$ cat src/inc/fcc_pkg.sv
// constants, register map and state codes for the fast-charge control block
package fcc_pkg;
    // clock rate used to turn times into cycle counts
    localparam int CLK_MHZ        = 40;
    localparam int CLK_HZ         = CLK_MHZ * 1000000;
    // register addresses
    localparam logic [7:0] ADR_INT_STAT_ONE  = 8'h15;
    localparam logic [7:0] ADR_CHG_CTRL_ONE  = 8'ha8;
    localparam logic [7:0] ADR_CHG_CTRL_TWO  = 8'ha9;
    localparam logic [7:0] ADR_CHG_CTRL_THR  = 8'haa;
    // field positions
    localparam int BIT_FAST_READY = 9;
    localparam int BIT_FAST_EN    = 5;
    localparam int BIT_THR_EN     = 4;
    localparam int ISEL_LSB       = 0;
    localparam int STS_LSB        = 12;
    localparam int STEP_LSB       = 5;
    // reset values
    localparam logic [3:0] ISEL_RST = 4'h6;
    localparam logic [1:0] STEP_RST = 2'h0;
    // charger state codes
    localparam logic [1:0] STS_OFF     = 2'h0;
    localparam logic [1:0] STS_TRICKLE = 2'h1;
    localparam logic [1:0] STS_FAST    = 2'h2;
    // throttle step times in microseconds and their cycle counts
    localparam int STEP_T0_US  = 8;
    localparam int STEP_T1_US  = 16;
    localparam int STEP_T2_US  = 32;
    localparam int STEP_T3_US  = 128;
    localparam int STEP_T0_CYC = STEP_T0_US * CLK_MHZ;
    localparam int STEP_T1_CYC = STEP_T1_US * CLK_MHZ;
    localparam int STEP_T2_CYC = STEP_T2_US * CLK_MHZ;
    localparam int STEP_T3_CYC = STEP_T3_US * CLK_MHZ;
    // least over-temperature pause in seconds and cycles
    localparam int HOT_T_S   = 8;
    localparam int HOT_CYC   = HOT_T_S * CLK_HZ;
    localparam int HOT_W     = 29;
    localparam int STEP_W    = 13;
    // one-hot charger states
    typedef enum logic [3:0] {
        ST_IDLE = 4'h1,
        ST_FAST = 4'h2,
        ST_HOT  = 4'h4,
        ST_STOP = 4'h8
    } fcc_state_type;
endpackage : fcc_pkg

$ cat src/inc/fcc_step_if.sv
// link between the state machine and the current throttle stepper
`timescale 1ns/1ps
interface fcc_step_if;
    logic       run;      // fast charging in progress
    logic       thr_en;   // usb throttling allowed
    logic       ilim_hit; // usb current limit reached
    logic [1:0] step_sel; // step interval select
    logic [3:0] limit;    // programmed maximum current code
    logic [3:0] cur;      // current code being applied
    modport ctl (output run, thr_en, ilim_hit, step_sel, limit, input cur);
    modport stp (input run, thr_en, ilim_hit, step_sel, limit, output cur);
endinterface : fcc_step_if

$ cat src/rtl/fcc_ctrl.sv
// fast-charge control: conditions, register file, charger state machine
`timescale 1ns/1ps
module fcc_ctrl
    import fcc_pkg::*;
#(
    parameter int HOT_HOLD_CYC = fcc_pkg::HOT_CYC,     // least pause length
    parameter int STEP3_CYC    = fcc_pkg::STEP_T3_CYC  // longest step interval
) (
    input  wire logic       clk_sys,
    input  wire logic       rst_b,
    input  wire logic [7:0] reg_addr,
    input  wire logic [15:0] reg_wdata,
    input  wire logic       reg_wr,
    input  wire logic       reg_rd,
    output logic [15:0]     reg_rdata,
    input  wire logic       sys_active,
    input  wire logic       src_wall_sel,
    input  wire logic       usb_high_power,
    input  wire logic       src_volt_ok,
    input  wire logic       batt_above_min,
    input  wire logic       batt_low_det,
    input  wire logic       die_over_temp,
    input  wire logic       usb_ilim_hit,
    input  wire logic       key_unlocked,
    output logic            fast_active,
    output logic            charge_paused,
    output logic            charge_stopped,
    output logic            trickle_select,
    output logic            eoc_suppress,
    output logic [3:0]      fast_current,
    output logic            timer_reload
);
    import fcc_pkg::*;

    fcc_step_if sif ();              // stepper link
    fcc_state_type st_r;             // charger state
    fcc_state_type st_nxt;           // next charger state
    logic              cond_r;       // fast conditions met, registered
    logic              cond_q;       // previous conditions value
    logic              cond_rise;    // conditions just became true
    logic              ready_r;      // ready seen since conditions rose
    logic              ready_evt_r;  // sticky ready event flag
    logic              en_r;         // fast charge enable
    logic              en_nxt;       // next enable value
    logic              thr_r;        // usb throttle enable
    logic [3:0]        isel_r;       // fast current limit
    logic [1:0]        step_r;       // throttle step time
    logic [HOT_W-1:0]  hot_cnt_r;    // pause length counter
    logic              hot_done;     // least pause elapsed
    logic [1:0]        sts_code;     // state code for readback
    logic              wr_ok;        // keyed write
    logic              rd_isr;       // read of interrupt status

    // a locked key drops a keyed write silently, no error is flagged
    assign cond_rise = cond_r && !cond_q;
    assign wr_ok     = reg_wr && key_unlocked;
    assign rd_isr    = reg_rd && reg_addr == ADR_INT_STAT_ONE;
    assign hot_done  = hot_cnt_r >= HOT_W'(HOT_HOLD_CYC - 1);

    // gather and register the fast charge conditions
    always_ff @(posedge clk_sys or negedge rst_b) begin
        if (!rst_b) begin
            cond_r <= 1'b0;
            cond_q <= 1'b0;
        end else begin
            cond_r <= sys_active && (src_wall_sel || usb_high_power)
                      && src_volt_ok && batt_above_min && !batt_low_det;
            cond_q <= cond_r;
        end
    end

    // ready level: seen a rising edge and conditions still hold
    // the level, not the read-clear flag, gates the enable write
    always_ff @(posedge clk_sys or negedge rst_b) begin
        if (!rst_b) begin
            ready_r <= 1'b0;
        end else if (!cond_r) begin
            ready_r <= 1'b0;
        end else if (cond_rise) begin
            ready_r <= 1'b1;
        end
    end

    // sticky ready event: a new rise wins over the read clear
    // so a rise in the cycle of a read is never lost
    always_ff @(posedge clk_sys or negedge rst_b) begin
        if (!rst_b) begin
            ready_evt_r <= 1'b0;
        end else if (cond_rise) begin
            ready_evt_r <= 1'b1;
        end else if (rd_isr) begin
            ready_evt_r <= 1'b0;
        end
    end

    // enable next value: held low without conditions, set only after ready
    // a write of 0 always lands; a write of 1 needs the ready level
    always_comb begin
        en_nxt = en_r;
        if (!cond_r) begin
            en_nxt = 1'b0;
        end else if (wr_ok && reg_addr == ADR_CHG_CTRL_ONE) begin
            if (!reg_wdata[BIT_FAST_EN]) begin
                en_nxt = 1'b0;
            end else if (ready_r) begin
                en_nxt = 1'b1;
            end
        end
    end

    // enable register and timer reload on each change
    always_ff @(posedge clk_sys or negedge rst_b) begin
        if (!rst_b) begin
            en_r         <= 1'b0;
            timer_reload <= 1'b0;
        end else begin
            en_r         <= en_nxt;
            timer_reload <= en_nxt != en_r;
        end
    end

    // keyed control fields
    always_ff @(posedge clk_sys or negedge rst_b) begin
        if (!rst_b) begin
            thr_r  <= 1'b0;
            isel_r <= ISEL_RST;
            step_r <= STEP_RST;
        end else if (wr_ok) begin
            if (reg_addr == ADR_CHG_CTRL_ONE) begin
                thr_r <= reg_wdata[BIT_THR_EN];
            end else if (reg_addr == ADR_CHG_CTRL_TWO) begin
                isel_r <= reg_wdata[ISEL_LSB +: 4];
            end else if (reg_addr == ADR_CHG_CTRL_THR) begin
                step_r <= reg_wdata[STEP_LSB +: 2];
            end
        end
    end

    // charger state transitions
    // stop is left only by clearing the enable, never on its own
    always_comb begin
        st_nxt = st_r;
        case (st_r)
            ST_IDLE: begin
                if (en_r && cond_r) begin
                    st_nxt = ST_FAST;
                end
            end
            ST_FAST: begin
                if (!en_r || !cond_r) begin
                    st_nxt = ST_IDLE;
                end else if (die_over_temp) begin
                    st_nxt = ST_HOT;
                end else if (usb_ilim_hit && !thr_r) begin
                    st_nxt = ST_STOP;
                end
            end
            ST_HOT: begin
                if (!en_r || !cond_r) begin
                    st_nxt = ST_IDLE;
                end else if (hot_done && !die_over_temp) begin
                    st_nxt = ST_FAST;
                end
            end
            ST_STOP: begin
                if (!en_r) begin
                    st_nxt = ST_IDLE;
                end
            end
            default: begin
                st_nxt = ST_IDLE;
            end
        endcase
    end

    // state register
    always_ff @(posedge clk_sys or negedge rst_b) begin
        if (!rst_b) begin
            st_r <= ST_IDLE;
        end else begin
            st_r <= st_nxt;
        end
    end

    // pause counter runs only while paused for temperature
    // it halts at its end value so a long pause cannot wrap it
    always_ff @(posedge clk_sys or negedge rst_b) begin
        if (!rst_b) begin
            hot_cnt_r <= '0;
        end else if (st_r != ST_HOT) begin
            hot_cnt_r <= '0;
        end else if (!hot_done) begin
            hot_cnt_r <= hot_cnt_r + 1'b1;
        end
    end

    // stepper drive: only fast mode uses limit and throttle
    // the stepper restarts from the limit whenever fast charging resumes
    assign sif.run      = st_r == ST_FAST;
    assign sif.thr_en   = thr_r;
    assign sif.ilim_hit = usb_ilim_hit;
    assign sif.step_sel = step_r;
    assign sif.limit    = isel_r;

    fcc_stepper #(
        .STEP3_CYC (STEP3_CYC)
    ) u_step (
        .clk_sys (clk_sys),
        .rst_b   (rst_b),
        .sif     (sif)
    );

    // state code: fast, trickle, or off after termination
    // a pause keeps the fast code: the mode holds, only the current drops
    always_comb begin
        if (st_r == ST_FAST || st_r == ST_HOT) begin
            sts_code = STS_FAST;
        end else if (st_r == ST_STOP) begin
            sts_code = STS_OFF;
        end else begin
            sts_code = STS_TRICKLE;
        end
    end

    // registered charger outputs
    // every pin comes from a flop so no decode glitch reaches the analogue side
    always_ff @(posedge clk_sys or negedge rst_b) begin
        if (!rst_b) begin
            fast_active    <= 1'b0;
            charge_paused  <= 1'b0;
            charge_stopped <= 1'b0;
            trickle_select <= 1'b1;
            eoc_suppress   <= 1'b0;
            fast_current   <= '0;
        end else begin
            fast_active    <= st_r == ST_FAST;
            charge_paused  <= st_r == ST_HOT;
            charge_stopped <= st_r == ST_STOP;
            trickle_select <= st_r == ST_IDLE;
            eoc_suppress   <= st_r == ST_FAST && thr_r;
            fast_current   <= (st_r == ST_FAST) ? sif.cur : 4'h0;
        end
    end

    // register read, data valid one cycle after the strobe
    // the strobe gate keeps the bus at zero between reads
    always_ff @(posedge clk_sys or negedge rst_b) begin
        if (!rst_b) begin
            reg_rdata <= '0;
        end else if (!reg_rd) begin
            reg_rdata <= '0;
        end else if (reg_addr == ADR_INT_STAT_ONE) begin
            reg_rdata <= 16'(ready_evt_r) << BIT_FAST_READY;
        end else if (reg_addr == ADR_CHG_CTRL_ONE) begin
            reg_rdata <= (16'(en_r) << BIT_FAST_EN) | (16'(thr_r) << BIT_THR_EN);
        end else if (reg_addr == ADR_CHG_CTRL_TWO) begin
            reg_rdata <= (16'(sts_code) << STS_LSB) | (16'(isel_r) << ISEL_LSB);
        end else if (reg_addr == ADR_CHG_CTRL_THR) begin
            reg_rdata <= 16'(step_r) << STEP_LSB;
        end else begin
            reg_rdata <= '0;  // unmapped reads zero
        end
    end

    // checks on the guarded behaviour
    a_ready_set: assert property (@(posedge clk_sys) disable iff (!rst_b)
        cond_rise |=> ready_evt_r)
        else $error("ready event not set on conditions rise");
    a_ready_clr: assert property (@(posedge clk_sys) disable iff (!rst_b)
        rd_isr && !cond_rise |=> !ready_evt_r)
        else $error("ready event not cleared by read");
    a_enable_held: assert property (@(posedge clk_sys) disable iff (!rst_b)
        !cond_r |=> !en_r)
        else $error("enable not held low without conditions");
    a_no_auto: assert property (@(posedge clk_sys) disable iff (!rst_b)
        st_r == ST_IDLE ##1 st_r == ST_FAST |-> $past(en_r) && $past(cond_r))
        else $error("fast charge began without request");
    a_fast_off: assert property (@(posedge clk_sys) disable iff (!rst_b)
        !en_r |=> st_r == ST_IDLE || st_r == ST_STOP ##1 !fast_active)
        else $error("fast charge with enable low");
    a_hot_hold: assert property (@(posedge clk_sys) disable iff (!rst_b)
        st_r == ST_HOT && !hot_done |=> st_r != ST_FAST)
        else $error("pause ended before least time");
    a_hot_enter: assert property (@(posedge clk_sys) disable iff (!rst_b)
        st_r == ST_FAST && en_r && cond_r && die_over_temp |=> st_r == ST_HOT)
        else $error("over-temperature did not pause charging");
    a_usb_term: assert property (@(posedge clk_sys) disable iff (!rst_b)
        st_r == ST_FAST && en_r && cond_r && !die_over_temp
        && usb_ilim_hit && !thr_r |=> st_r == ST_STOP ##1 charge_stopped)
        else $error("usb limit did not terminate");
    a_fallback: assert property (@(posedge clk_sys) disable iff (!rst_b)
        st_r == ST_FAST && !cond_r |=> st_r == ST_IDLE ##1 trickle_select)
        else $error("no fallback to trickle");
    a_cur_limit: assert property (@(posedge clk_sys) disable iff (!rst_b)
        fast_active |-> fast_current <= $past(isel_r, 2))
        else $error("current above programmed limit");
    a_timer_reload: assert property (@(posedge clk_sys) disable iff (!rst_b)
        en_r != $past(en_r) |-> timer_reload)
        else $error("timer not reloaded on enable change");
    a_eoc_hide: assert property (@(posedge clk_sys) disable iff (!rst_b)
        st_r == ST_FAST && thr_r |=> eoc_suppress)
        else $error("end of charge not suppressed");

    // further checks on keying, enable gating, applied current and end-of-charge hiding
    a_key_lock: assert property (@(posedge clk_sys) disable iff (!rst_b)
        reg_wr && !key_unlocked |=> $stable(isel_r) && $stable(thr_r) && $stable(step_r))
        else $error("keyed field changed while locked");
    a_ready_gate: assert property (@(posedge clk_sys) disable iff (!rst_b)
        !ready_r && !en_r |=> !en_r)
        else $error("enable set without ready");
    a_thr_off: assert property (@(posedge clk_sys) disable iff (!rst_b)
        !thr_r |=> sif.cur == $past(isel_r))
        else $error("current moved with throttle off");
    a_pause_zero: assert property (@(posedge clk_sys) disable iff (!rst_b)
        charge_paused |-> fast_current == 4'h0)
        else $error("current applied during pause");
    a_cur_idle: assert property (@(posedge clk_sys) disable iff (!rst_b)
        !fast_active |-> fast_current == 4'h0)
        else $error("fast current outside fast mode");
    a_eoc_clear: assert property (@(posedge clk_sys) disable iff (!rst_b)
        !thr_r |=> !eoc_suppress)
        else $error("end of charge hidden without throttle");
endmodule : fcc_ctrl

$ cat src/rtl/fcc_stepper.sv
// current throttle stepper: walks the charge current down and up in timed steps
`timescale 1ns/1ps
module fcc_stepper
    import fcc_pkg::*;
#(
    parameter int STEP3_CYC = fcc_pkg::STEP_T3_CYC
) (
    input  wire logic clk_sys,
    input  wire logic rst_b,
    fcc_step_if.stp   sif
);
    logic [STEP_W-1:0] cnt_r;   // interval counter
    logic [STEP_W-1:0] ivl;     // interval length for the chosen step time
    logic [3:0]        cur_r;   // current code

    // pick the interval for the selected step time
    always_comb begin
        if (sif.step_sel == 2'h0) begin
            ivl = STEP_W'(STEP_T0_CYC);
        end else if (sif.step_sel == 2'h1) begin
            ivl = STEP_W'(STEP_T1_CYC);
        end else if (sif.step_sel == 2'h2) begin
            ivl = STEP_W'(STEP_T2_CYC);
        end else begin
            ivl = STEP_W'(STEP3_CYC);
        end
    end

    // interval counter, restarts whenever fast charging is not running
    always_ff @(posedge clk_sys or negedge rst_b) begin
        if (!rst_b) begin
            cnt_r <= '0;
        end else if (!sif.run || cnt_r >= ivl - 1'b1) begin
            cnt_r <= '0;
        end else begin
            cnt_r <= cnt_r + 1'b1;
        end
    end

    // current code: never above the limit, stepped only while throttling
    always_ff @(posedge clk_sys or negedge rst_b) begin
        if (!rst_b) begin
            cur_r <= '0;
        end else if (!sif.run || !sif.thr_en || cur_r > sif.limit) begin
            cur_r <= sif.limit;
        end else if (cnt_r >= ivl - 1'b1) begin
            if (sif.ilim_hit && cur_r > 4'h1) begin
                cur_r <= cur_r - 1'b1;
            end else if (!sif.ilim_hit && cur_r < sif.limit) begin
                cur_r <= cur_r + 1'b1;
            end
        end
    end

    assign sif.cur = cur_r;
endmodule : fcc_stepper

$ cat config.mk
export PLATFORM = sky130hd
export DESIGN_NAME = fcc_ctrl
export DESIGN_NICKNAME = d
export VERILOG_FILES = /design/src/inc/fcc_pkg.sv /design/src/inc/fcc_step_if.sv /design/src/rtl/fcc_ctrl.sv /design/src/rtl/fcc_stepper.sv
export SDC_FILE = /design/constraint.sdc
export NUM_CORES = 1
export LEC_CHECK = 0
export BUFFER_PORTS_ARGS = -buffer_cell sky130_fd_sc_hd__buf_2
export CAP_MARGIN = 20
export CORE_AREA = 2 2 177 110
export CTS_CLUSTER_DIAMETER = 30
export DETAILED_ROUTE_END_ITERATION = 16
export DIE_AREA = 0 0 179 112
export PLACE_DENSITY = 0.38
export RECOVER_POWER = 50
export SLEW_MARGIN = 20
export SYNTH_ARGS = -nofsm -noshare
export SYNTH_HDL_FRONTEND = slang
export SYNTH_SLANG_ARGS = --single-unit
$ cat constraint.sdc
create_clock -name clk_sys -period 5.2 [get_ports clk_sys]
set_clock_uncertainty 0.2 [all_clocks]
set_input_delay 0.78 -clock clk_sys [delete_from_list [all_inputs] [get_ports clk_sys]]
set_output_delay 0.78 -clock clk_sys [all_outputs]
set_load 0.01 [all_outputs]
# After elaboration in Yosys (flattened, before gate mapping)
# Cells that the tools add are included.
# word_totals
in_bits	37
elab_cells	123
regBits	88
# op_classes
muxes	34
bitwise_logic	4
n_eq_ne	18
addsub	5
n_lt_le_gt_ge	5
reduce_logical	37
# op_table
operator	n
$mux 29	2
$mux 14	4
$mux 13	4
$mux 4	12
$add 29x1->29 const B	1
$ge 29x29->1 const B	1
$eq 8x8->1 const B	3
$pmux 4 s4	1
$logic_and 1x1->1	14
$or 14x4->14	1
$add 13x1->13 const B	1
$ge 13x13->1	1
$sub 13x1->13 const B	1
$mux 1	9
$eq 8x5->1 const B	1
$logic_not 1->1	8
$reduce_and 4->1	2
$mux 7	1
$logic_or 1x1->1	6
$or 6x5->6	1
$add 4x1->4 const B	1
$eq 4x1->1 const B	1
$eq 4x2->1 const B	1
$eq 4x3->1 const B	1
other kinds (20)	25

# Longest topological paths before layout
# Gate-level depths: netlist of the first run.
# depth
ltp_word	8
depth_mapped	10

# Hierarchy
# A second synthesis of the first run with hierarchy kept.
# unflattened
cells_unflattened	459
area_unflattened_um2	4535.6
# by_module_without_submodules
mod	cells_each	area_each_um2	instances
fcc_ctrl	319	3254.4	1
fcc_stepper	140	1281.2	1

# Worst setup path before layout of the first run
# No wires, ideal clock.
# synth_timing
path_type	register to register
start	reg step_r[0], in the netlist sif.step_sel[0]
end	reg u_step.cnt_r[10]
setup_ps	72
path_stages_with_launch	11
arrival_time_ps	2442
period_less_slack_ps	2715
t_required_ps	4928
path_slack_ps	2485
cell_sequence	dfrtp_1 inv_1 ha_1 or2_2 ha_1 nand3_1 nor3_1 a211oi_1 nand2_1 clkbuf_1 nor2_1
# synth_between
elab_chain_len	8
elab_cells_between_ends	10
classes_between	add/sub (1); order compare (1); eq/ne (2); mux (4); reduce/logical (2)
# synth_lines
item	line	text
start, declared	fcc_ctrl.sv:47	logic [1:0] step_r;
start signal, assigned	fcc_ctrl.sv:134	step_r <= reg_wdata[STEP_LSB +: 2];
$eq 2x2->1	fcc_stepper.sv:22	end else if (sif.step_sel == 2'h2) begin
$mux 13	fcc_stepper.sv:22	
$mux 13	fcc_stepper.sv:20	end else if (sif.step_sel == 2'h1) begin
$mux 13 *	fcc_stepper.sv:18	if (sif.step_sel == 2'h0) begin
$sub 13x1->13 *	fcc_stepper.sv:33	end else if (!sif.run || cnt_r >= ivl - 1'b1) begin
$ge 13x13->1 *	fcc_stepper.sv:33	
$logic_or 1x1->1 *	fcc_stepper.sv:33	
$mux 13 *	fcc_stepper.sv:33	
end signal, assigned	fcc_stepper.sv:36	cnt_r <= cnt_r + 1'b1;
end, declared	fcc_stepper.sv:12	logic [STEP_W-1:0] cnt_r;
# Mark *: on every way between the ends. The rest lies on a longest branch, timed or not.
# A chain may end at the register's enable or synchronous reset.

==> metrics list, run 1 <==
- Run status: finished with violations
- The final reports fail on max-capacitance violations, max-slew violations.
- In this run the horizontal extent of the chip is 179 um.
- STA puts the critical path data arrival time at 3.22 ns.
* Category of the most critical setup path: in -> async
* R2r setup slk: 2.15 ns
- The die covers 20050 um2.
- Hold_sp: cond_q
- For hold timing, the worst endpoint is ready_r.
- The wire-length estimate of the detail-placed layout is 8.593 mm.
* Final Instance Area: 5328 um2
- Entering global routing, the biggest net connects 54 pins.
- Avg Vias per Cell: 4.864
- The first global-routing pass estimated 19.46 mm of wire.
* Buffers and inverters on the worst path: 2
* Nets: 563
- The share of synthesized area in the top cell type comes to 0.4313.
- The max-slew violation total from the final report is 31.
- Number of antenna violations at the first check in global routing: 0
* Endpoint kind of the worst setup timing path: async pin
- After detailed routing, the average wire length per cell comes to 15.77 um.
- Max-capacitance violation count: 1
* Power per Cell Area: 315.4 nW/um2
* Depth of the most critical reg-to-reg path: 9
- On the critical path the largest part of the delay comes from buffers and inverters.
- In this run the tightest slew margin relative to its limit is -0.1059.
- The share of the Yosys chip area taken by registers is 0.4545.
- Overall global routing resource usage: 0.1269
- Area used by sequential logic in the layout: 2057 um2
- Worst hold-check path type: reg -> reg
- DRC Markers: 0
- Die height: 112 um
* Most frequently used flop master after synthesis: dfrtp_1
- Area grow syn2layout: 17.72%
* Proportion of register bits with asynchronous set or reset after synthesis: 1.000
* Worst hold-check slack: 0.2438 ns
- The number of hold buffers added after CTS was 0.
- Final clock period utilization by the worst path: 0.6174
- The via count of the first global-routing pass is 3491.
- The core region is 18490 um2.
- The hold violation total from the final report came to 0.
* Synth top cells by count: dfrtp_1, nor2_1, nand2_1, a21oi_1, ha_1
- Setup bufs post-CTS: 0
- Summing all multi-input logic gate instances after layout gives 2306 um2.
* Post-Place Cell Area: 4979 um2
- The initial utilization of the core area, before any placement, comes to 0.2447.
- Number of cells on the worst hold path: 1
- Via count: 3672
* Cell with the biggest individual delay on the critical path: clkbuf_2
* Layout Utilization: 0.2881
- Crit path cell chain: clkbuf_1 -> clkbuf_2
- The filler cells instantiated in the layout total 1941.
- Yosys printed 0 warnings.
- Highest attainable clock frequency: 311.5 MHz
* Total of endpoints with negative setup slack in the final report: 0
- Bufs on Longest Clock Path: 2
- Share of final-layout standard cells stronger than drive strength 1: 0.1650
- Summed over all layers, the routed wires come to 11.90 mm.
- H-Tree Level Count: 3
* Number of flip-flops and latches in the synthesized netlist: 82
- Antenna Diode Count: 0
- CTS placed an instance of clkbuf_16 at the clock tree root.
- GP Congestion: 0.7730
- By instance count, the leading cell after synthesis is dfrtp_1.
- After routing, the total negative slack on setup checks comes to 0 ns.
- Crit path required time: 5.21 ns
- By area the synthesized netlist is led by dfrtp_1, ha_1, a21oi_1.
- Number of DRC violations after detailed-routing iteration 0: 243
- Number of nets with antenna violations after routing: 0
* IR Drop Worst-Case VDD: 125.2 uV
- Worst r2r dst: u_step.cnt_r[12]
- In this run the mean area of a mapped cell was 9.774 um2.
- Port buffering added 47 buffers.
- Quantity of gates resized following cts: 0
* Sort of element at the start of the critical path: input port
* Number of iterations in the first detailed-routing pass: 4
- Clock sink count: 82
* TritonCTS clock tree: yes
- Clk pin slew, worst setup/hold paths: 0.06 ns
- Total CTS buffers: 9
- The biggest area contributor in the post-synthesis netlist is dfrtp_1.
* Pin slew with the least headroom to its limit: 1.659 ns
- The worst register-to-register path begins at sif.step_sel[1].
- Min Tclk post-route: 3.210 ns
- The later pin in the worst-skew pair is clocked with a latency of 0.34 ns.
- Delay of the slowest critical-path stage: 1.22 ns
* Post-synthesis instance total: 463
- Number of enable-type register cells in the synthesized netlist: 0
- Cell area after synthesis: 4526 um2
- Yosys mapped the design onto 63 distinct sky130hd cell types.
- Setup repair after global routing left no endpoint under its margin.
- Summed over all layers, the global routing overflow is 0.
* I/O pin count: 63
* Crit path max fanout: 53
* Number of rows created at floorplan: 39
* Static power due to leakage: 2.388 nW
==> logic make-up after synthesis <==
family	Yosys count	synth area share
AO/OA/AOI/OAI	106	0.1637
XOR/XNOR	13	0.02516
adder cells (fa/ha/maj)	22	0.06082
buffers and inverters	41	0.04119
flip-flops	82	0.4545
multiplexers	12	0.02820
other	2	0.001659
AND/OR/NAND/NOR	185	0.2248
==> metal layers <==
layer / share of wire / up-vias / wire length (um) / global-route usage
li1: - / 1799 / - / -
met5: 0 / - / 0 / 0
met2: 0.39 / 66 / 4589 / 0.1669
met3: 0.046 / 9 / 543 / 0.03279
met4: 0.011 / 0 / 129 / 0.03577
met1: 0.56 / 1798 / 6641 / 0.1993
==> cell usage in the layout, fill, tap and decap left out, drive strengths merged, types with 3 or more instances in the layout <==
master and instances:
conb 7, or4 10, nand2b 7, nand3 18
ha 22, o21ai 17, and3 12, nor4b 3
buf 43, or2 3, dfrtp 78, and4 9
inv 18, bufinv 3, xor2 10, mux2i 6
mux2 6, a31oi 8, or3 7, nor2 36
dfstp 4, nor3 7, clkbuf 17, nand4 15
nor4 8, nand2 35, a21oi 30, o311ai 3
a41o 4, and2 6, xnor2 3, o31ai 13
a211oi 4
==> flip-flops by register name, indices dropped and copies added (netlist names), 2 cells and up <==
name,flops
isel_r,4
sif.step_sel,2
reg_rdata,10
u_step.cnt_r,13
hot_cnt_r,29
fast_current,4
st_r,4
u_step.sif.cur,4
==> layout make-up <==
type | instances | area share
repair buffers | 48 | 0.04415
clock buffers | 12 | 0.04814
well taps | 246 | 0.05777
inverters | 18 | 0.01268
flip-flops and latches | 82 | 0.3861
clock inverters | 4 | 0.01832
multi-input cells | 345 | 0.4328
==> power breakdown <==
part           switching [mW]  internal (mW)  leakage [nW]  total (mW)
clock                   0.269          0.496         0.169       0.765
combinational           0.139         0.0769          1.10       0.216
sequential             0.0285          0.671          1.12       0.699
==> worst max path at each step <==
stage                                from          endpoint  slack, ns  depth (start not counted)
after floorplan           sif.step_sel[0]  u_step.cnt_r[10]       2.49                         10
after global placement    sif.step_sel[0]  u_step.cnt_r[12]       1.84                          9
after detailed placement  sif.step_sel[1]   u_step.cnt_r[4]       1.76                          9
after CTS                 sif.step_sel[0]   u_step.cnt_r[9]       1.75                          9
after global routing                rst_b      hot_cnt_r[9]       1.39                          2
final                               rst_b      hot_cnt_r[0]       1.99                          2
==> per-stage QoR <==
step | total power, mW | instances | worst slack, ns
after floorplan | 0.8476 | 468 | 2.485
after global placement | 0.9278 | 739 | 1.836
after detailed placement | 0.9300 | 739 | 1.759
after CTS | 1.708 | 755 | 1.751
after global routing | 1.772 | 755 | 1.390
final | 1.680 | 755 | 1.990
Power figures use the tool's default switching activity.
==> run 2: changes to the inputs <==
- PLACE_DENSITY: 0.38 -> 0.39
- clock period: 5.2 -> 2.9 ns (I/O delays scaled with it)
==> run 2 against run 1 <==
Compared with the run above:
- the flow now finishes without violations
- combinational power up 75%
- first-iteration DRC count fell by 12%
- sequential power is 79% higher
- non-clock buffer count up 20
- clock-buffer cell count unchanged
- die area stayed put
- sequential share of layout area decreased by 0.72 points
- largest power group is now registers
==> metrics list, run 2 (synthesized netlist as in run 1, its figures left out) <==
- Cell with the biggest individual delay on the critical path: or4_1
- The height of the die was 112 um (unchanged).
- Delay of the slowest critical-path stage: 0.50 ns (-0.72 ns)
- Number of nets with antenna violations after routing: 0 (unchanged)
* Total negative setup slack: 0 ns (unchanged)
- Endpoint kind of the worst setup timing path: register
* TritonCTS clock tree: yes
- The via-per-instance ratio came to 4.811 (-1.1%).
- The headroom to the max-slew limit is 0.1379 (+0.2438).
- DRC Markers: 0 (unchanged)
* Number of antenna violations at the first check in global routing: 0 (unchanged)
- The row count came to 39 (unchanged).
* Most used cells in the layout excluding fill and tap cells: dfrtp_1, nor2_1, nand2_1
- Number of iterations in the first detailed-routing pass: 4 (unchanged)
* Worst Path Arrival: 2.77 ns (-0.45 ns)
- Clock sink count: 82 (unchanged)
- The sum of routed wire segments on met1 was 6.803 mm (+2.4%).
- The highest net fanout along the worst path is 10 (-81%).
* Largest reg by FF count: hot_cnt_r
* H-Tree Level Count: 3 (unchanged)
* Crit path required time: 2.96 ns (-2.25 ns)
- Sum of net half-perimeters after detailed placement: 8.818 mm (+2.6%)
- Crit path cell chain: inv_1 -> ha_1 -> or2_2 -> ha_1 -> nand3_1 -> nor3_1 -> a211oi_1 -> buf_4 -> or4_1 -> a31oi_1
- Total grt overflow: 0 (unchanged)
- The post-route core utilization is 0.2936 (+0.005480).
- The met2 wirelength from detailed routing is 4.663 mm (+1.6%).
- Global-route wire length before repair: 20.07 mm (+3.2%)
* Worst path most repeated cell: ha_1
* Power per Cell Area: 529.1 nW/um2 (+68%)
- The total global routing track utilization came to 0.1303 (+0.003404).
- Total of endpoints with negative setup slack in the final report: 0 (unchanged)
* Hold Violations, Final: 0 (unchanged)
- Number of DRC violations after detailed-routing iteration 0: 213 (-12%)
- The net count reported at finish is 583 (+3.6%).
- Highest attainable clock frequency: 369.0 MHz
- Final-report max-slew violation count: 0 (-100%)
- The worst slack at placement was 0.1910 ns (-1.568 ns).
- The final weighted congestion in routability-driven placement came to 0.7680 (-0.65%).
* Bufs on Longest Clock Path: 2 (unchanged)
- Placed Cells: 757 (+2.4%)
- Floorplan core area: 18490 um2 (unchanged)
- Setup ws final: 0.1903 ns (-1.799 ns)
* Final routed wirelength across all metal layers: 11.97 mm (+0.60%)
- Met3 layer wire length in the routed design: 409 um (-25%)
- Antenna Diode Count: 0 (unchanged)
* Total CTS buffers: 9 (unchanged)
- Clock Latency Late Sink: 0.35 ns (about the same)
- Area grow syn2layout: 19.96%
- I/O pin count: 63 (unchanged)
- Pin slew with the least headroom to its limit: 1.293 ns (-0.3657 ns)
- The via count of the first global-routing pass came to 3588 (+2.8%).
* Sort of element at the start of the critical path: register
* Largest regs: hot_cnt_r x29, u_step.cnt_r x13, reg_rdata x10
* Min Tclk post-route: 2.710 ns
* Die width: 179 um (unchanged)
* Final clock period utilization by the worst path: 0.9344
- Setup repair after global routing left no endpoint under its margin.
* Flip-flop count of the largest register, all copies and words added: 29 (unchanged)
* Effective utilization at floorplan: 0.2447 (unchanged)
- Leaving out fill and tap cells, the most frequent cell in the layout is dfrtp_1.
- Cell at the root of the clock tree: clkbuf_16
- The flow ran to the end, and the final reports show no timing, DRC or antenna violations.
- The mean routed wirelength per cell came to 15.47 um (-1.9%).
- The path class of the tightest hold or removal check is in -> reg.
- The critical path is of the reg -> reg type.
* Max-capacitance violation count: 0 (-1)
- Via count: 3724 (+1.4%)
- The maximum number of pins on one net before global-route repair is 50 (-7.4%).
- Share of final-layout standard cells stronger than drive strength 1: 0.1534 (-0.01162)
* IR Drop Worst-Case VDD: 271.8 uV (+120%)
- Static power due to leakage: 2.395 nW (+0.32%)
* Clk pin slew, worst setup/hold paths: 0.06 ns (about the same)
* Post-Layout Cell Count: 774 (+2.5%)
* Fill cells: 1923 (-0.93%)
- After detailed routing, no signal wire sits above met4.
- Count of input and output buffers: 47 (unchanged)
- Total Die Area: 20050 um2 (unchanged)
run 2: through the flow:
step / power, mW / hold WS, ns / cell area, um2
final: 2.872 / 0.1050 / 5429
after global routing: 3.033 / 0.09711 / 5429
after CTS: 2.931 / 0.08280 / 5448
after detailed placement: 1.661 / 0.2436 / 5126
after global placement: 1.661 / 0.2286 / 5126
after floorplan: 1.520 / -0.06059 / 4544
run 2: power by group:
group | total [mW] | switching, mW | internal (mW) | leakage [nW]
logic | 0.379 | 0.241 | 0.138 | 1.13
registers | 1.25 | 0.0487 | 1.20 | 1.12
clock network | 1.24 | 0.469 | 0.773 | 0.153
run 2: worst max-delay path, delay by kind of cell, from the launching register on:
family / cells / cell delay [ns]
buffers and inverters: 2 / 0.27
and+or+nand+nor: 4 / 0.99
adders and majority gates: 2 / 0.50
AOI/OAI and AO/OA: 2 / 0.29
DFF: 1 / 0.38
run 2: worst paths after layout:
path	slack, ns	startpoint	endpoint	cells after the start
max	0.19	sif.step_sel[0]	u_step.sif.cur[3]	10
min	0.11	reg_wdata[4]	sif.thr_en	3
max reg2reg	0.19	sif.step_sel[0]	u_step.sif.cur[3]	10
min reg2reg	0.25	cond_q	ready_r	1
max in group asynchronous	0.66	rst_b	reg_rdata[2]	3
min in group asynchronous	0.70	rst_b	charge_paused	2
run 2: cell type report:
class,count,area (um2),share of cell area
multi-input cells,345,2301,0.4238
flip-flops and latches,82,2057,0.3789
repair buffers,68,384.1,0.07075
well taps,246,307.8,0.05670
clock buffers,12,246.5,0.04540
inverters,18,67.56,0.01245
clock inverters,3,65.06,0.01198
run 2: repair_timing:
action                                 CTS  global route
buffers inserted                         0             1
resized for setup                        0             0
setup endpoints to repair                0             1
hold buffers                             1             0
endpoints found under the hold margin   44             0
run 2: per-layer routing:
layer | track usage | vias up
li1 | - | 1829
met1 | 0.2050 | 1827
met2 | 0.1718 | 62
met3 | 0.03620 | 6
met4 | 0.03089 | 0
met5 | 0 | -
==> run 3: changes to the inputs <==
- PLACE_DENSITY: 0.39 -> 0.38
- RECOVER_POWER: 50 -> default
- clock period: 2.9 -> 2.8 ns (I/O delays scaled with it)
==> run 3 against run 2 <==
Compared with the run above:
- global-route usage shrank 0.10 points
- non-clock buffer count is the same
- sequential share of layout area shrank 0.43 points
==> metrics list, run 3 (synthesized netlist as in run 1, its figures left out) <==
- The total global routing track utilization is 0.1293 (-0.001029).
* Post-detailed-route wirelength per cell: 15.91 um (+2.8%)
* Clock Latency Late Sink: 0.34 ns (about the same)
* I/O pin count: 63 (unchanged)
- The share of layout cells above drive strength 1 came to 0.2098 (+0.05642).
- Number of iterations in the first detailed-routing pass: 4 (unchanged)
- Bufs on Longest Clock Path: 2 (unchanged)
- The row count came to 39 (unchanged).
* DRC Markers: 0 (unchanged)
* Antenna Diode Count: 0 (unchanged)
- Min-Delay Endpoint: sif.thr_en
* Largest regs: hot_cnt_r x29, u_step.cnt_r x13, reg_rdata x10
* Sum of net half-perimeters after detailed placement: 9.139 mm (+3.6%)
- STA classifies the critical path endpoint as a register.
* Power per Cell Area: 533.4 nW/um2 (+0.83%)
- The starting density of the core is 0.2447 (unchanged).
- The highest clock rate was 374.5 MHz (+1.5%).
* Via count: 3760 (+0.97%)
- Total negative setup slack: 0 ns (unchanged)
- The maximum number of pins on one net before global-route repair is 45 (-10%).
- GP Congestion: 0.7801 (+1.6%)
- Total Die Area: 20050 um2 (unchanged)
* Static power due to leakage: 2.503 nW (+4.5%)
- The global-route congestion overflow total came to 0 (unchanged).
- Nets: 583 (unchanged)
- Clk pin slew, worst setup/hold paths: 0.06 ns (about the same)
* Number of cells on the worst hold path: 3 (unchanged)
- Total Power: 2.929 mW (+2.0%)
- The worst register-to-register path ends at u_step.sif.cur[3].
- The flow ran to the end, and the final reports show no timing, DRC or antenna violations.
- The maximum resistive drop on vdd was 229.1 uV (-16%).
- The die outline width was 179 um (unchanged).
* Worst-case setup slack after placement: 0.05312 ns (-0.1379 ns)
- Vias in the first global route: 3602 (+0.39%)
- The area of all placed cells without fillers was 5492 um2 (+1.2%).
* Sort of element at the start of the critical path: register
- The number of sinks on the clock net was 82 (unchanged).
- Avg Vias per Cell: 4.852 (+0.84%)
- The post-layout minimum cycle time came to 2.670 ns (-0.03961 ns).
* Layout Utilization: 0.2969 (+0.003382)
* Total CTS buffers: 9 (unchanged)
* Most used cells in the layout excluding fill and tap cells: dfrtp_1, buf_2, nor2_1
- Final clock period utilization by the worst path: 0.9536 (+0.01922)
- Number of DRC violations after detailed-routing iteration 0: 274 (+29%)
* Worst Path Arrival: 2.73 ns (-0.04 ns)
- The worst setup slack after layout is 0.1299 ns (-0.06039 ns).
* Final routed wirelength across all metal layers: 12.33 mm (+2.9%)
- The highest net fanout along the worst path is 10 (unchanged).
- Category of the most critical setup path: reg -> reg
- The core area is 18490 um2 (unchanged).
* Flip-flop count of the largest register, all copies and words added: 29 (unchanged)
- Pin slew with the least headroom to its limit: 0.8275 ns (-0.4657 ns)
* Depth of the most critical reg-to-reg path: 10 (unchanged)
* Count of input and output buffers: 47 (unchanged)
- Setup repair after global routing left no endpoint under its margin.
- The placed cell area was 5126 um2 (unchanged).
* Normalized max-slew margin: 0.4405 (+0.3027)
- The max-slew violation total from the final report was 0 (unchanged).
* Area grow syn2layout: 21.34%
- The global-route wire length before repair came to 20.00 mm (-0.38%).
- The hold violation total from the final report came to 0 (unchanged).
- TritonCTS clock tree: yes
- The library cell used most frequently in the layout, excluding fill and tap cells, is dfrtp_1.
* Cell at the root of the clock tree: clkbuf_16
- Max-capacitance violation count: 0 (unchanged)
- Number of antenna violations at the first check in global routing: 1 (+1)
- The number of levels in the clock H-tree is 3 (unchanged).
- The worst hold path belongs to the class in -> reg.
- The reg2reg setup slack came to 0.13 ns (-0.06 ns).
- The height of the die was 112 um (unchanged).
- Number of nets with antenna violations after routing: 0 (unchanged)
- hot_cnt_r holds more flip-flops than any other register.
- The startpoint identified for the worst hold timing path is reg_wdata[4].
- The startpoint identified for the worst register-to-register timing path is sif.step_sel[0].
- The critical path required time was 2.86 ns (-0.10 ns).
- Total of endpoints with negative setup slack in the final report: 0 (unchanged)
==> run 3: cell count changes in the layout (fill, tap and decap cells not counted), moves of 2 or more <==
cell | before | now
buf_4 | 15 | 19
clkbuf_1 | 25 | 1
buf_2 | 26 | 46
clkinvlp_4 | 0 | 2
==> run 3: what timing repair did <==
item | CTS | global route
setup buffers | 0 | 1
resized for setup | 0 | 5
endpoints found under the hold margin | 36 | 0
hold buffers | 1 | 0
setup endpoints to repair | 0 | 16
==> run 3: worst max-delay path, stage by stage (launching register included) <==
cell	delay, ns
dfrtp_1	0.37
inv_1	0.08
ha_1	0.21
or2_2	0.30
ha_4	0.27
nand3_1	0.07
nor3_1	0.13
a211oi_1	0.10
buf_4	0.19
or4_1	0.50
a31oi_1	0.17
==> run 3: report_power, final <==
part | internal, mW | switching (mW) | total, mW
clock | 0.713 | 0.497 | 1.21
combinational | 0.160 | 0.265 | 0.425
sequential | 1.25 | 0.0470 | 1.29
total | 2.12 | 0.809 | 2.93
==> run 3: area by class of cell <==
class,instances,area [um2]
Fill cell,1952,13000
Multi-Input combinational cell,345,2338
Sequential cell,82,2057
Timing Repair Buffer,68,422.9
Tap cell,246,307.8
Clock buffer,11,242.7
Inverter,18,67.56
Clock inverter,5,55.05
==> run 3: how the worst max path moves through the flow <==
stage                    start                 to  slack, ns  depth (start not counted)
2_1_floorplan  sif.step_sel[0]   u_step.cnt_r[10]       0.09                         10
6_report       sif.step_sel[0]  u_step.sif.cur[3]       0.13                         10
3_5_place_dp     hot_cnt_r[26]            st_r[1]       0.05                          5
3_3_place_gp     hot_cnt_r[26]            st_r[1]       0.09                          5
5_1_grt        sif.step_sel[0]  u_step.sif.cur[2]      0.003                         10
4_1_cts          hot_cnt_r[26]            st_r[1]       0.04                          5
==> run 3: per-layer routing <==
layer	GRT usage	routed length, um
met1	0.2086	6968
met2	0.1631	4666
met3	0.03313	575
met4	0.03686	104
met5	0	13
==> run 3: through the flow <==
step / std cells / hold slack (ns)
after global placement: 757 / 0.2341
final: 775 / 0.1021
after detailed placement: 757 / 0.2422
after floorplan: 468 / -0.07559
after global routing: 775 / 0.1152
after CTS: 774 / 0.09356
